$ cat src/cfi_host_pkg.sv
// shared constants for the query-mode host controller
package cfi_host_pkg;
	// bus timing, a plain default and the clock it is counted in
	localparam int CLK_PERIOD_NS  = 100;
	localparam int READ_ACCESS_NS = 100;
	localparam int WE_PULSE_NS    = 100;
	// least times round up to whole cycles
	localparam int READ_CYC = (READ_ACCESS_NS + CLK_PERIOD_NS - 1)
		/ CLK_PERIOD_NS;
	localparam int WE_CYC   = (WE_PULSE_NS + CLK_PERIOD_NS - 1)
		/ CLK_PERIOD_NS;
	// data pins pass two flops before they are sampled
	localparam int SYNC_CYC = 2;
	localparam int CNT_W    = 4;

	// pin widths
	localparam int ADDR_W  = 22;
	localparam int DATA_W  = 16;
	localparam int INDEX_W = 7;

	// command codes and the query entry address
	localparam logic [7:0]         CMD_QUERY  = 8'h98;
	localparam logic [7:0]         CMD_RESET  = 8'hF0;
	localparam logic [INDEX_W-1:0] QUERY_ADDR = 7'h55;

	// user operations
	localparam logic [1:0] OP_ENTER = 2'h0;
	localparam logic [1:0] OP_READ  = 2'h1;
	localparam logic [1:0] OP_EXIT  = 2'h2;

	// expected table, low byte of each word, from word 10h to 3Ch
	localparam logic [INDEX_W-1:0] TABLE_FIRST = 7'h10;
	localparam logic [INDEX_W-1:0] TABLE_LAST  = 7'h3C;
	localparam int TABLE_LEN = 45;
	localparam logic [7:0] QUERY_TABLE [TABLE_LEN] = '{
		8'h51, 8'h52, 8'h59, 8'h02, 8'h00, 8'h40, 8'h00, 8'h00,
		8'h00, 8'h00, 8'h00, 8'h27, 8'h36, 8'h00, 8'h00, 8'h04,
		8'h00, 8'h0A, 8'h00, 8'h05, 8'h00, 8'h04, 8'h00, 8'h17,
		8'h02, 8'h00, 8'h00, 8'h00, 8'h02, 8'h07, 8'h00, 8'h20,
		8'h00, 8'h7E, 8'h00, 8'h00, 8'h01, 8'h00, 8'h00, 8'h00,
		8'h00, 8'h00, 8'h00, 8'h00, 8'h00
	};

	// bus sequencer states
	typedef enum logic [4:0] {
		ST_IDLE   = 5'h01,
		ST_SETUP  = 5'h02,
		ST_STROBE = 5'h04,
		ST_RECOV  = 5'h08,
		ST_READ   = 5'h10
	} bus_state_t;

	// where the device stands, as far as the host knows
	typedef enum logic [3:0] {
		MD_ARRAY = 4'h1,
		MD_AUTO  = 4'h2,
		MD_QARR  = 4'h4,
		MD_QAUTO = 4'h8
	} dev_mode_t;
endpackage : cfi_host_pkg

$ cat src/cfi_query_host.sv
// host controller that enters, reads and leaves flash query mode
// Operation
// - write 98h to word 55h enters query
// - word reads drive A7 and above zero
// - reset command returns to array reads
// - reset from autoselect-entered query returns autoselect
`timescale 1ns/10ps
module cfi_query_host (
	input  wire logic                             ref_clk,
	input  wire logic                             reset_n,
	input  wire logic                             byte_mode,
	input  wire logic                             from_autoselect,
	input  wire logic                             cmd_valid,
	output logic                                  cmd_ready,
	input  wire logic [1:0]                       cmd_op,
	input  wire logic [cfi_host_pkg::INDEX_W-1:0] cmd_index,
	output logic                                  rsp_valid,
	output logic [cfi_host_pkg::DATA_W-1:0]       rsp_data,
	output logic                                  rsp_mismatch,
	output logic                                  query_active,
	output logic                                  autoselect_active,
	output logic [cfi_host_pkg::ADDR_W-1:0]       flash_addr,
	input  wire logic [cfi_host_pkg::DATA_W-1:0]  flash_dq_in,
	output logic [cfi_host_pkg::DATA_W-1:0]       flash_dq_out,
	output logic                                  flash_dq_oe,
	output logic                                  flash_dq15_oe,
	output logic                                  flash_ce_n,
	output logic                                  flash_oe_n,
	output logic                                  flash_we_n,
	output logic                                  flash_byte_n
);
	import cfi_host_pkg::*;

	// expected low byte for a table word; outside the table nothing is
	// checked, so the caller gates the compare with in_table()
	function automatic logic [7:0] expect_byte(
		input logic [INDEX_W-1:0] idx);
		logic [INDEX_W-1:0] off;
		off = idx - TABLE_FIRST;
		expect_byte = 8'h00;
		for (int i = 0; i < TABLE_LEN; i++) begin
			if (off == i[INDEX_W-1:0]) begin
				expect_byte = QUERY_TABLE[i];
			end
		end
	endfunction : expect_byte

	function automatic logic in_table(input logic [INDEX_W-1:0] idx);
		in_table = (idx >= TABLE_FIRST) && (idx <= TABLE_LAST);
	endfunction : in_table

	bus_state_t              state_ff, nxt_state;
	dev_mode_t               mode_ff, nxt_mode;
	logic [CNT_W-1:0]        cnt_ff, nxt_cnt;
	logic [1:0]              op_ff, nxt_op;
	logic [INDEX_W-1:0]      idx_ff, nxt_idx;
	logic [ADDR_W-1:0]       addr_ff, nxt_addr;
	logic [DATA_W-1:0]       dout_ff, nxt_dout;
	logic                    dq_oe_ff, nxt_dq_oe;
	logic                    ce_n_ff, nxt_ce_n;
	logic                    oe_n_ff, nxt_oe_n;
	logic                    we_n_ff, nxt_we_n;
	logic                    byte_n_ff, nxt_byte_n;
	logic                    rsp_valid_ff, nxt_rsp_valid;
	logic [DATA_W-1:0]       rsp_data_ff, nxt_rsp_data;
	logic                    mism_ff, nxt_mism;
	logic [DATA_W-1:0]       dq_s1_ff, dq_s2_ff;
	logic [DATA_W-1:0]       rd_word;
	logic                    accept;

	// new work only while the bus is quiet; a read outside query mode
	// is still allowed so software can fetch array data too
	assign cmd_ready = (state_ff == ST_IDLE);
	assign accept    = cmd_valid && cmd_ready;

	// in byte mode only the low lane carries table data
	assign rd_word = byte_mode ? {8'h00, dq_s2_ff[7:0]} : dq_s2_ff;

	// bus sequencer and mode tracking, next values
	always_comb begin
		nxt_state     = state_ff;
		nxt_mode      = mode_ff;
		nxt_cnt       = cnt_ff;
		nxt_op        = op_ff;
		nxt_idx       = idx_ff;
		nxt_addr      = addr_ff;
		nxt_dout      = dout_ff;
		nxt_dq_oe     = dq_oe_ff;
		nxt_ce_n      = ce_n_ff;
		nxt_oe_n      = oe_n_ff;
		nxt_we_n      = we_n_ff;
		nxt_byte_n    = ~byte_mode;
		nxt_rsp_valid = 1'b0;
		nxt_rsp_data  = rsp_data_ff;
		nxt_mism      = mism_ff;
		case (state_ff)
			ST_IDLE: begin
				if (accept) begin
					nxt_op   = cmd_op;
					nxt_idx  = cmd_index;
					nxt_ce_n = 1'b0;
					// index is 7 bits wide, so A7 and up stay zero;
					// in byte mode A-1 is held low, which doubles it
					nxt_addr = {{(ADDR_W-INDEX_W){1'b0}}, cmd_index};
					if (cmd_op == OP_READ) begin
						nxt_oe_n  = 1'b0;
						nxt_dq_oe = 1'b0;
						nxt_cnt   = CNT_W'(READ_CYC + SYNC_CYC);
						nxt_state = ST_READ;
					end else begin
						nxt_dq_oe = 1'b1;
						if (cmd_op == OP_ENTER) begin
							nxt_addr = {{(ADDR_W-INDEX_W){1'b0}},
								QUERY_ADDR};
							nxt_dout = {8'h00, CMD_QUERY};
						end else begin
							nxt_dout = {8'h00, CMD_RESET};
						end
						nxt_state = ST_SETUP;
					end
				end
			end
			ST_SETUP: begin
				// address and data settle before the write strobe falls
				nxt_we_n  = 1'b0;
				nxt_cnt   = CNT_W'(WE_CYC);
				nxt_state = ST_STROBE;
			end
			ST_STROBE: begin
				if (cnt_ff <= CNT_W'(1)) begin
					nxt_we_n  = 1'b1;
					nxt_state = ST_RECOV;
				end else begin
					nxt_cnt = cnt_ff - CNT_W'(1);
				end
			end
			ST_RECOV: begin
				// data held one cycle past the rising strobe
				nxt_ce_n  = 1'b1;
				nxt_dq_oe = 1'b0;
				nxt_state = ST_IDLE;
				if (op_ff == OP_ENTER) begin
					// a repeated enter keeps the entry path it already has
					if (mode_ff == MD_AUTO
						|| (mode_ff == MD_ARRAY && from_autoselect)) begin
						nxt_mode = MD_QAUTO;
					end else if (mode_ff == MD_ARRAY) begin
						nxt_mode = MD_QARR;
					end
				end else if (mode_ff == MD_QAUTO) begin
					nxt_mode = MD_AUTO;
				end else begin
					nxt_mode = MD_ARRAY;
				end
			end
			ST_READ: begin
				// hold the read long enough for access time plus the
				// two sync flops, then sample the settled word
				if (cnt_ff <= CNT_W'(1)) begin
					nxt_ce_n      = 1'b1;
					nxt_oe_n      = 1'b1;
					nxt_rsp_valid = 1'b1;
					nxt_rsp_data  = rd_word;
					// table words are checked only in query mode
					nxt_mism = (mode_ff == MD_QARR || mode_ff == MD_QAUTO)
						&& in_table(idx_ff)
						&& (rd_word != {8'h00, expect_byte(idx_ff)});
					nxt_state = ST_IDLE;
				end else begin
					nxt_cnt = cnt_ff - CNT_W'(1);
				end
			end
			default: begin
				nxt_state = ST_IDLE;
				nxt_ce_n  = 1'b1;
				nxt_oe_n  = 1'b1;
				nxt_we_n  = 1'b1;
				nxt_dq_oe = 1'b0;
			end
		endcase
	end

	// registers for sequencer, pins and response
	always_ff @(posedge ref_clk or negedge reset_n) begin
		if (!reset_n) begin
			state_ff     <= ST_IDLE;
			mode_ff      <= MD_ARRAY;
			cnt_ff       <= '0;
			op_ff        <= OP_READ;
			idx_ff       <= '0;
			addr_ff      <= '0;
			dout_ff      <= '0;
			dq_oe_ff     <= 1'b0;
			ce_n_ff      <= 1'b1;
			oe_n_ff      <= 1'b1;
			we_n_ff      <= 1'b1;
			byte_n_ff    <= 1'b1;
			rsp_valid_ff <= 1'b0;
			rsp_data_ff  <= '0;
			mism_ff      <= 1'b0;
		end else begin
			state_ff     <= nxt_state;
			mode_ff      <= nxt_mode;
			cnt_ff       <= nxt_cnt;
			op_ff        <= nxt_op;
			idx_ff       <= nxt_idx;
			addr_ff      <= nxt_addr;
			dout_ff      <= nxt_dout;
			dq_oe_ff     <= nxt_dq_oe;
			ce_n_ff      <= nxt_ce_n;
			oe_n_ff      <= nxt_oe_n;
			we_n_ff      <= nxt_we_n;
			byte_n_ff    <= nxt_byte_n;
			rsp_valid_ff <= nxt_rsp_valid;
			rsp_data_ff  <= nxt_rsp_data;
			mism_ff      <= nxt_mism;
		end
	end

	// data pins come from an unclocked part; second flop alone is read
	always_ff @(posedge ref_clk or negedge reset_n) begin
		if (!reset_n) begin
			dq_s1_ff <= '0;
			dq_s2_ff <= '0;
		end else begin
			dq_s1_ff <= flash_dq_in;
			dq_s2_ff <= dq_s1_ff;
		end
	end

	// pin and status outputs
	assign flash_addr        = addr_ff;
	assign flash_dq_out      = byte_n_ff ? dout_ff : {1'b0, dout_ff[14:0]};
	assign flash_dq_oe       = dq_oe_ff;
	// in byte mode bit 15 is the lowest address bit, held low always
	assign flash_dq15_oe     = dq_oe_ff || !byte_n_ff;
	assign flash_ce_n        = ce_n_ff;
	assign flash_oe_n        = oe_n_ff;
	assign flash_we_n        = we_n_ff;
	assign flash_byte_n      = byte_n_ff;
	assign rsp_valid         = rsp_valid_ff;
	assign rsp_data          = rsp_data_ff;
	assign rsp_mismatch      = mism_ff;
	assign query_active      = (mode_ff == MD_QARR) || (mode_ff == MD_QAUTO);
	assign autoselect_active = (mode_ff == MD_AUTO);
endmodule : cfi_query_host

$ cat config.mk
export PLATFORM = sky130hd
export DESIGN_NAME = cfi_query_host
export DESIGN_NICKNAME = d
export VERILOG_FILES = /design/src/cfi_host_pkg.sv /design/src/cfi_query_host.sv
export SDC_FILE = /design/constraint.sdc
export NUM_CORES = 1
export LEC_CHECK = 0
export ABC_CLOCK_PERIOD_IN_PS = 2270
export BUFFER_PORTS_ARGS = -buffer_cell sky130_fd_sc_hd__buf_2
export CAP_MARGIN = 20
export CORE_ASPECT_RATIO = 0.5
export CORE_UTILIZATION = 54
export DETAILED_ROUTE_END_ITERATION = 10
export HOLD_SLACK_MARGIN = 0.03
export PLACE_DENSITY_LB_ADDON = 0.12
export SLEW_MARGIN = 10
export SYNTH_ARGS = -nofsm -noshare
export SYNTH_HDL_FRONTEND = slang
export SYNTH_SLANG_ARGS = --single-unit
$ cat constraint.sdc
create_clock -name ref_clk -period 2.27 [get_ports ref_clk]
set_input_delay 0.1135 -clock ref_clk [delete_from_list [all_inputs] [get_ports ref_clk]]
set_output_delay 0.1135 -clock ref_clk [all_outputs]
set_load 0.005 [all_outputs]
# Word-level counts from Yosys, hierarchy flattened
# Cells that the tools add are included.
[word_totals]
ff_bits = 115
input_bits = 30
output_inout_bits = 65
[op_classes]
n_addsub = 2
order_cmp = 3
n_eq_ne = 61
muxes = 77
n_bitwise = 6
n_reduce_logical = 28
[ops]
columns = ["op", "n"]
rows = [
  ["8-bit 2-to-1 mux", 46],
  ["7-bit by 5-bit equality test with 1-bit output, second input constant", 16],
  ["7-bit by 6-bit equality test with 1-bit output, second input constant", 13],
  ["7-bit by 4-bit equality test with 1-bit output, second input constant", 8],
  ["16-bit 2-to-1 mux", 2],
  ["7-bit by 3-bit equality test with 1-bit output, second input constant", 4],
  ["7-bit 2-to-1 mux", 4],
  ["4-bit 2-to-1 mux", 6],
  ["5-bit 2-to-1 mux", 4],
  ["5-bit case mux with 4 select lines", 1],
  ["16-bit by 8-bit inequality test with 1-bit output", 1],
  ["7-bit by 2-bit equality test with 1-bit output, second input constant", 2],
  ["4-bit case mux with 3 select lines", 1],
  ["2-bit AND reduction", 5],
  ["1-bit case mux with 3 select lines", 3],
  ["3-bit AND reduction", 3],
  ["3-bit OR reduction", 3],
  ["1-bit 2-to-1 mux", 8],
  ["4-bit AND reduction", 2],
  ["7-bit by 1-bit equality test with 1-bit output, second input constant", 1],
  ["7-bit by 5-bit greater-or-equal comparator with 1-bit output, second input constant", 1],
  ["7-bit by 6-bit less-or-equal comparator with 1-bit output, second input constant", 1],
  ["7-bit logical NOT", 1],
  ["7-bit by 5-bit subtractor with 7-bit output, second input constant", 1],
  ["other kinds (24)", 40],
]

# Longest topological paths before layout
[logic_depth]
word_depth = 51
ltp_mapped = 8

# Worst setup path before layout
# OpenSTA, ideal clock, no wires.
[synth_timing]
kind = "reg2reg"
startpoint = "reg cnt_ff[0]"
endpoint = "reg mism_ff, in the netlist rsp_mismatch"
setup_ns = 0.140
arrival_time_ns = 1.696
t_required_ns = 2.130
setup_slack_ns = 0.433
path_stages_with_launch = 9
n_path_buf = 0
cell_sequence = "dfrtp_1 -> inv_1 -> ha_1 -> nor2_1 -> nor3_2 -> nand4b_2 -> nor4_1 -> and3_1 -> a41oi_2"
[synth_via]
elab_chain_len = 2
[synth_lines]
columns = ["item", "line_no", "source"]
rows = [
  ["start: declaration", "cfi_query_host.sv:54", "logic [CNT_W-1:0] cnt_ff, nxt_cnt;"],
  ["start signal: assignment", "cfi_query_host.sv:204", "cnt_ff <= nxt_cnt;"],
  ["4-bit by 1-bit less-or-equal comparator with 1-bit output", "cfi_query_host.sv:159", "if (cnt_ff <= CNT_W'(1)) begin"],
  ["2-bit AND reduction (no source line)", "n/a", ""],
  ["end signal: assignment", "cfi_query_host.sv:216", "mism_ff <= nxt_mism;"],
  ["end: declaration", "cfi_query_host.sv:66", "logic mism_ff, nxt_mism;"],
]
# Every way passes these cells.
# A chain may end at the register's enable or synchronous reset.

# Final worst setup path
[layout_timing]
startpoint = "reg idx_ff[4]"
endpoint = "reg mism_ff, in the netlist rsp_mismatch"
[layout_via]
elab_chain_len = 51
word_cells_on_any_way = 99
classes_between = "add/sub (1); order compare (2); eq/ne (45); mux (47); reduce/logical (4)"
[layout_lines]
columns = ["item", "line_no", "source"]
rows = [
  ["start: declaration", "cfi_query_host.sv:56", "logic [INDEX_W-1:0] idx_ff, nxt_idx;"],
  ["start signal: assignment", "cfi_query_host.sv:206", "idx_ff <= nxt_idx;"],
  ["7-bit by 5-bit subtractor with 7-bit output", "cfi_query_host.sv:39", "off = idx - TABLE_FIRST;"],
  ["7-bit logical NOT", "cfi_query_host.sv:42", "if (off == i[INDEX_W-1:0]) begin"],
  ["7-bit 2-to-1 mux", "cfi_query_host.sv:42", ""],
  ["8-bit 2-to-1 mux (44 in series)", "cfi_query_host.sv:42", ""],
  ["8-bit 2-to-1 mux", "cfi_query_host.sv:159", ""],
  ["8-bit 2-to-1 mux", "cfi_query_host.sv:96", "case (state_ff)"],
  ["16-bit by 8-bit inequality test with 1-bit output", "cfi_query_host.sv:167", "&& (rd_word != {8'h00, expect_byte(idx_ff)});"],
  ["1-bit logical AND (*)", "cfi_query_host.sv:167", ""],
]
# Mark *: on every way between the ends. The rest lies on a longest branch, timed or not. The select of a mux whose other input is x is not followed.

==> results.json <==
{
  "start_util_pct": 56.1,
  "cts_setup_buffers": 0,
  "r2r_start": "idx_ff[4]",
  "cpPeakStageDelay_ps": 560,
  "worstPathRequired_ps": 2480,
  "rsz0062_at_grt": "false",
  "setup_viol": 0,
  "synth-edff-count": 0,
  "worstMarginPinSlew_ps": 635,
  "grt_max_degree": 51,
  "synth_area_um2": 4140,
  "total_power_mw": 6.10,
  "synth_area_leaders": "dfrtp_1 48%, buf_4 5.6%, nand2_1 4.9%",
  "vias_per_cell": 5.32,
  "grt_first_pass_wirelength_mm": 14.3,
  "status": "finished, final reports clean",
  "clock_latency_ps": 340,
  "grt_pass1_vias": 2922,
  "synth_seq_cells": 87,
  "max_clock_freq_ghz": 0.483,
  "overflow": 0,
  "diodes": 0,
  "drtIter0Drc": 226,
  "hp-class": "in -> reg",
  "synth_cell_types": 74,
  "core_region_area_um2": 7380,
  "yosys_warnings": 0,
  "path_max_fanout": 15,
  "synthTopCellsByCount": "80 x dfrtp_1, 54 x nand2_1, 32 x o21ai_0, 31 x buf_4, 25 x nor2_1",
  "start_kind": "flip-flop",
  "crit_chain": "and2b_4 > o211ai_1 > o21ai_0 > a211o_2 > o221ai_1 > a41oi_2",
  "critical_path.top_delay_family": "compound AO/OA/AOI/OAI gates",
  "drive_above_1_share_pct": 28.3,
  "ctsHtreeMaxLevel": 3,
  "leakagePower_nw": 2.36,
  "die_area_um2": 8040,
  "die_h_um": 63.9,
  "worst-path-buf-inv": 0,
  "gp_congestion": 0.858,
  "root_buffer": "clkbuf_16",
  "numCtsBuffers": 9,
  "power.density_nw_per_um2": 1220,
  "holdCritStartpoint": "cmd_valid",
  "period_share_pct": 91.2,
  "synth_top_flop_cell": "dfrtp_1",
  "synthMostInstantiatedCell": "dfrtp_1",
  "grt.total_usage_pct": 23.4,
  "max-vdd-ir-drop_mv": 0.723,
  "critPathSlowestCell": "dfrtp_1",
  "dr.pass1.iters": 5,
  "avgSynthCellArea_um2": 11.0,
  "place_worst_setup_slack_ps": 173,
  "period_minus_slack_ps": 2070,
  "arrival_ps": 2280,
  "hold_viol": 0,
  "slew_headroom_pct": 57.6,
  "route.detailed.drc": 0,
  "utilization_pct": 67.5,
  "synth_cells": 377,
  "synth_top_cell_by_area": "dfrtp_1",
  "dieWidth_um": 126,
  "ios": 95,
  "wl_mm": 8.59,
  "synth_top_area_share_pct": 48.3,
  "rows": 22,
  "dpl.hpwl_mm": 5.89,
  "grt_antenna_before_repair": 0,
  "synthToLayoutAreaGrowth_pct": 20.3,
  "portBuffers": 68,
  "clockBufferDepth": 2,
  "antenna_left": 0,
  "wl_per_cell_um": 15.1,
  "tns_ps": 0,
  "maxCapViolations": 0,
  "final.fill_count": 574,
  "cts_tree": "yes",
  "ys_seq_area_share_pct": 52.8,
  "num_vias": 3026,
  "slew_viol_final": 0,
  "finClkSkew_ps": 5.71,
  "nets": 500,
  "worstSetupEndpointType": "flip-flop",
  "fin_ws_ps": 201,
  "cts_num_sinks": 87,
  "synth_async_sr_flop_share_pct": 100,
  "clk_pin_slew_ps": 60,
  "path_class": "reg -> reg",
  "timing.critical_path.from": "idx_ff[4]"
}
-- layer usage --
metal | vias to the layer above | wire (µm) | global-route usage [%]
li1 | 1460 | - | -
met1 | 1469 | 4030 | 30.5
met2 | 80 | 4040 | 37.2
met3 | 17 | 343 | 6.62
met4 | 0 | 171 | 10.1
met5 | - | 0 | 0
-- registers in the layout (all words and copies together) (netlist names), 2 cells and up --
register    cells
flash_addr      7
state_ff        5
dout_ff         3
idx_ff          7
dq_s1_ff       16
mode_ff         4
dq_s2_ff       16
rsp_data       16
op_ff           2
cnt_ff          4
-- area by class of cell --
class	count	area, µm²	share of cell area [%]
Tap cell	96	120	2.41
Inverter	6	22.5	0.452
Timing Repair Buffer	98	641	12.9
Sequential cell	87	2190	43.9
Clock inverter	6	67.6	1.36
Clock buffer	10	239	4.80
Multi-Input combinational cell	266	1700	34.2
-- path summary, 6_finish.rpt --
path                            cells after the start      endpoint  slack (ps)
min in group asynchronous                           2    mode_ff[3]         350
worst min register to register                      0  dq_s2_ff[10]         350
worst max-delay path                                6  rsp_mismatch         200
worst min-delay path                                2   state_ff[0]          60
worst max register to register                      6  rsp_mismatch         200
max in group asynchronous                           3  flash_byte_n        1210
-- cell usage in the layout, fill, tap and decap left out, types with 8 or more instances in the layout --
cell type / instances
nand2_1: 54
nor2_1: 25
o21ai_0: 32
mux2_2: 11
buf_2: 67
nand2b_1: 8
dfrtp_1: 79
dlygate4sd3_1: 24
clkbuf_16: 9
conb_1: 26
-- worst reg2reg max path, delay by kind of cell (launching register included) --
family	cells	cell delay, ps
AOI/OAI and AO/OA	5	1090
and+or+nand+nor	1	290
DFF	1	560
-- report_power, final --
part | internal (mW) | switching [mW]
combinational | 1.01 | 1.05
sequential | 2.00 | 0.531
clock | 0.888 | 0.612
-- repair_timing --
item / in CTS / in global routing
hold buffers: 24 / 0
endpoints found under the hold margin: 66 / 0
endpoints found under the setup margin: 0 / 1
gates resized for setup: 0 / 1
-- cell families (layout without fill, tap and decap cells) --
family          after synthesis  after routing  synth area share, %
compound gates               76             76                 13.5
mux                          16             16                 4.32
simple gates                139            139                 18.9
fa+ha+maj                     2              2                0.604
xor+xnor                      7              7                 1.48
buf+inv                      49            120                 8.34
flops                        87             87                 52.8
other cells                   1             26               0.0905
-- through the flow --
stage / cell area, µm² / cells / hold slack (ps)
floorplan: 4240 / 402 / -182
global placement: 4430 / 529 / 167
detailed placement: 4430 / 529 / 180
CTS: 4980 / 569 / 42.1
global route: 4980 / 569 / 81.4
finish: 4980 / 569 / 58.8
Note: power is estimated with default switching activity, not from simulation.
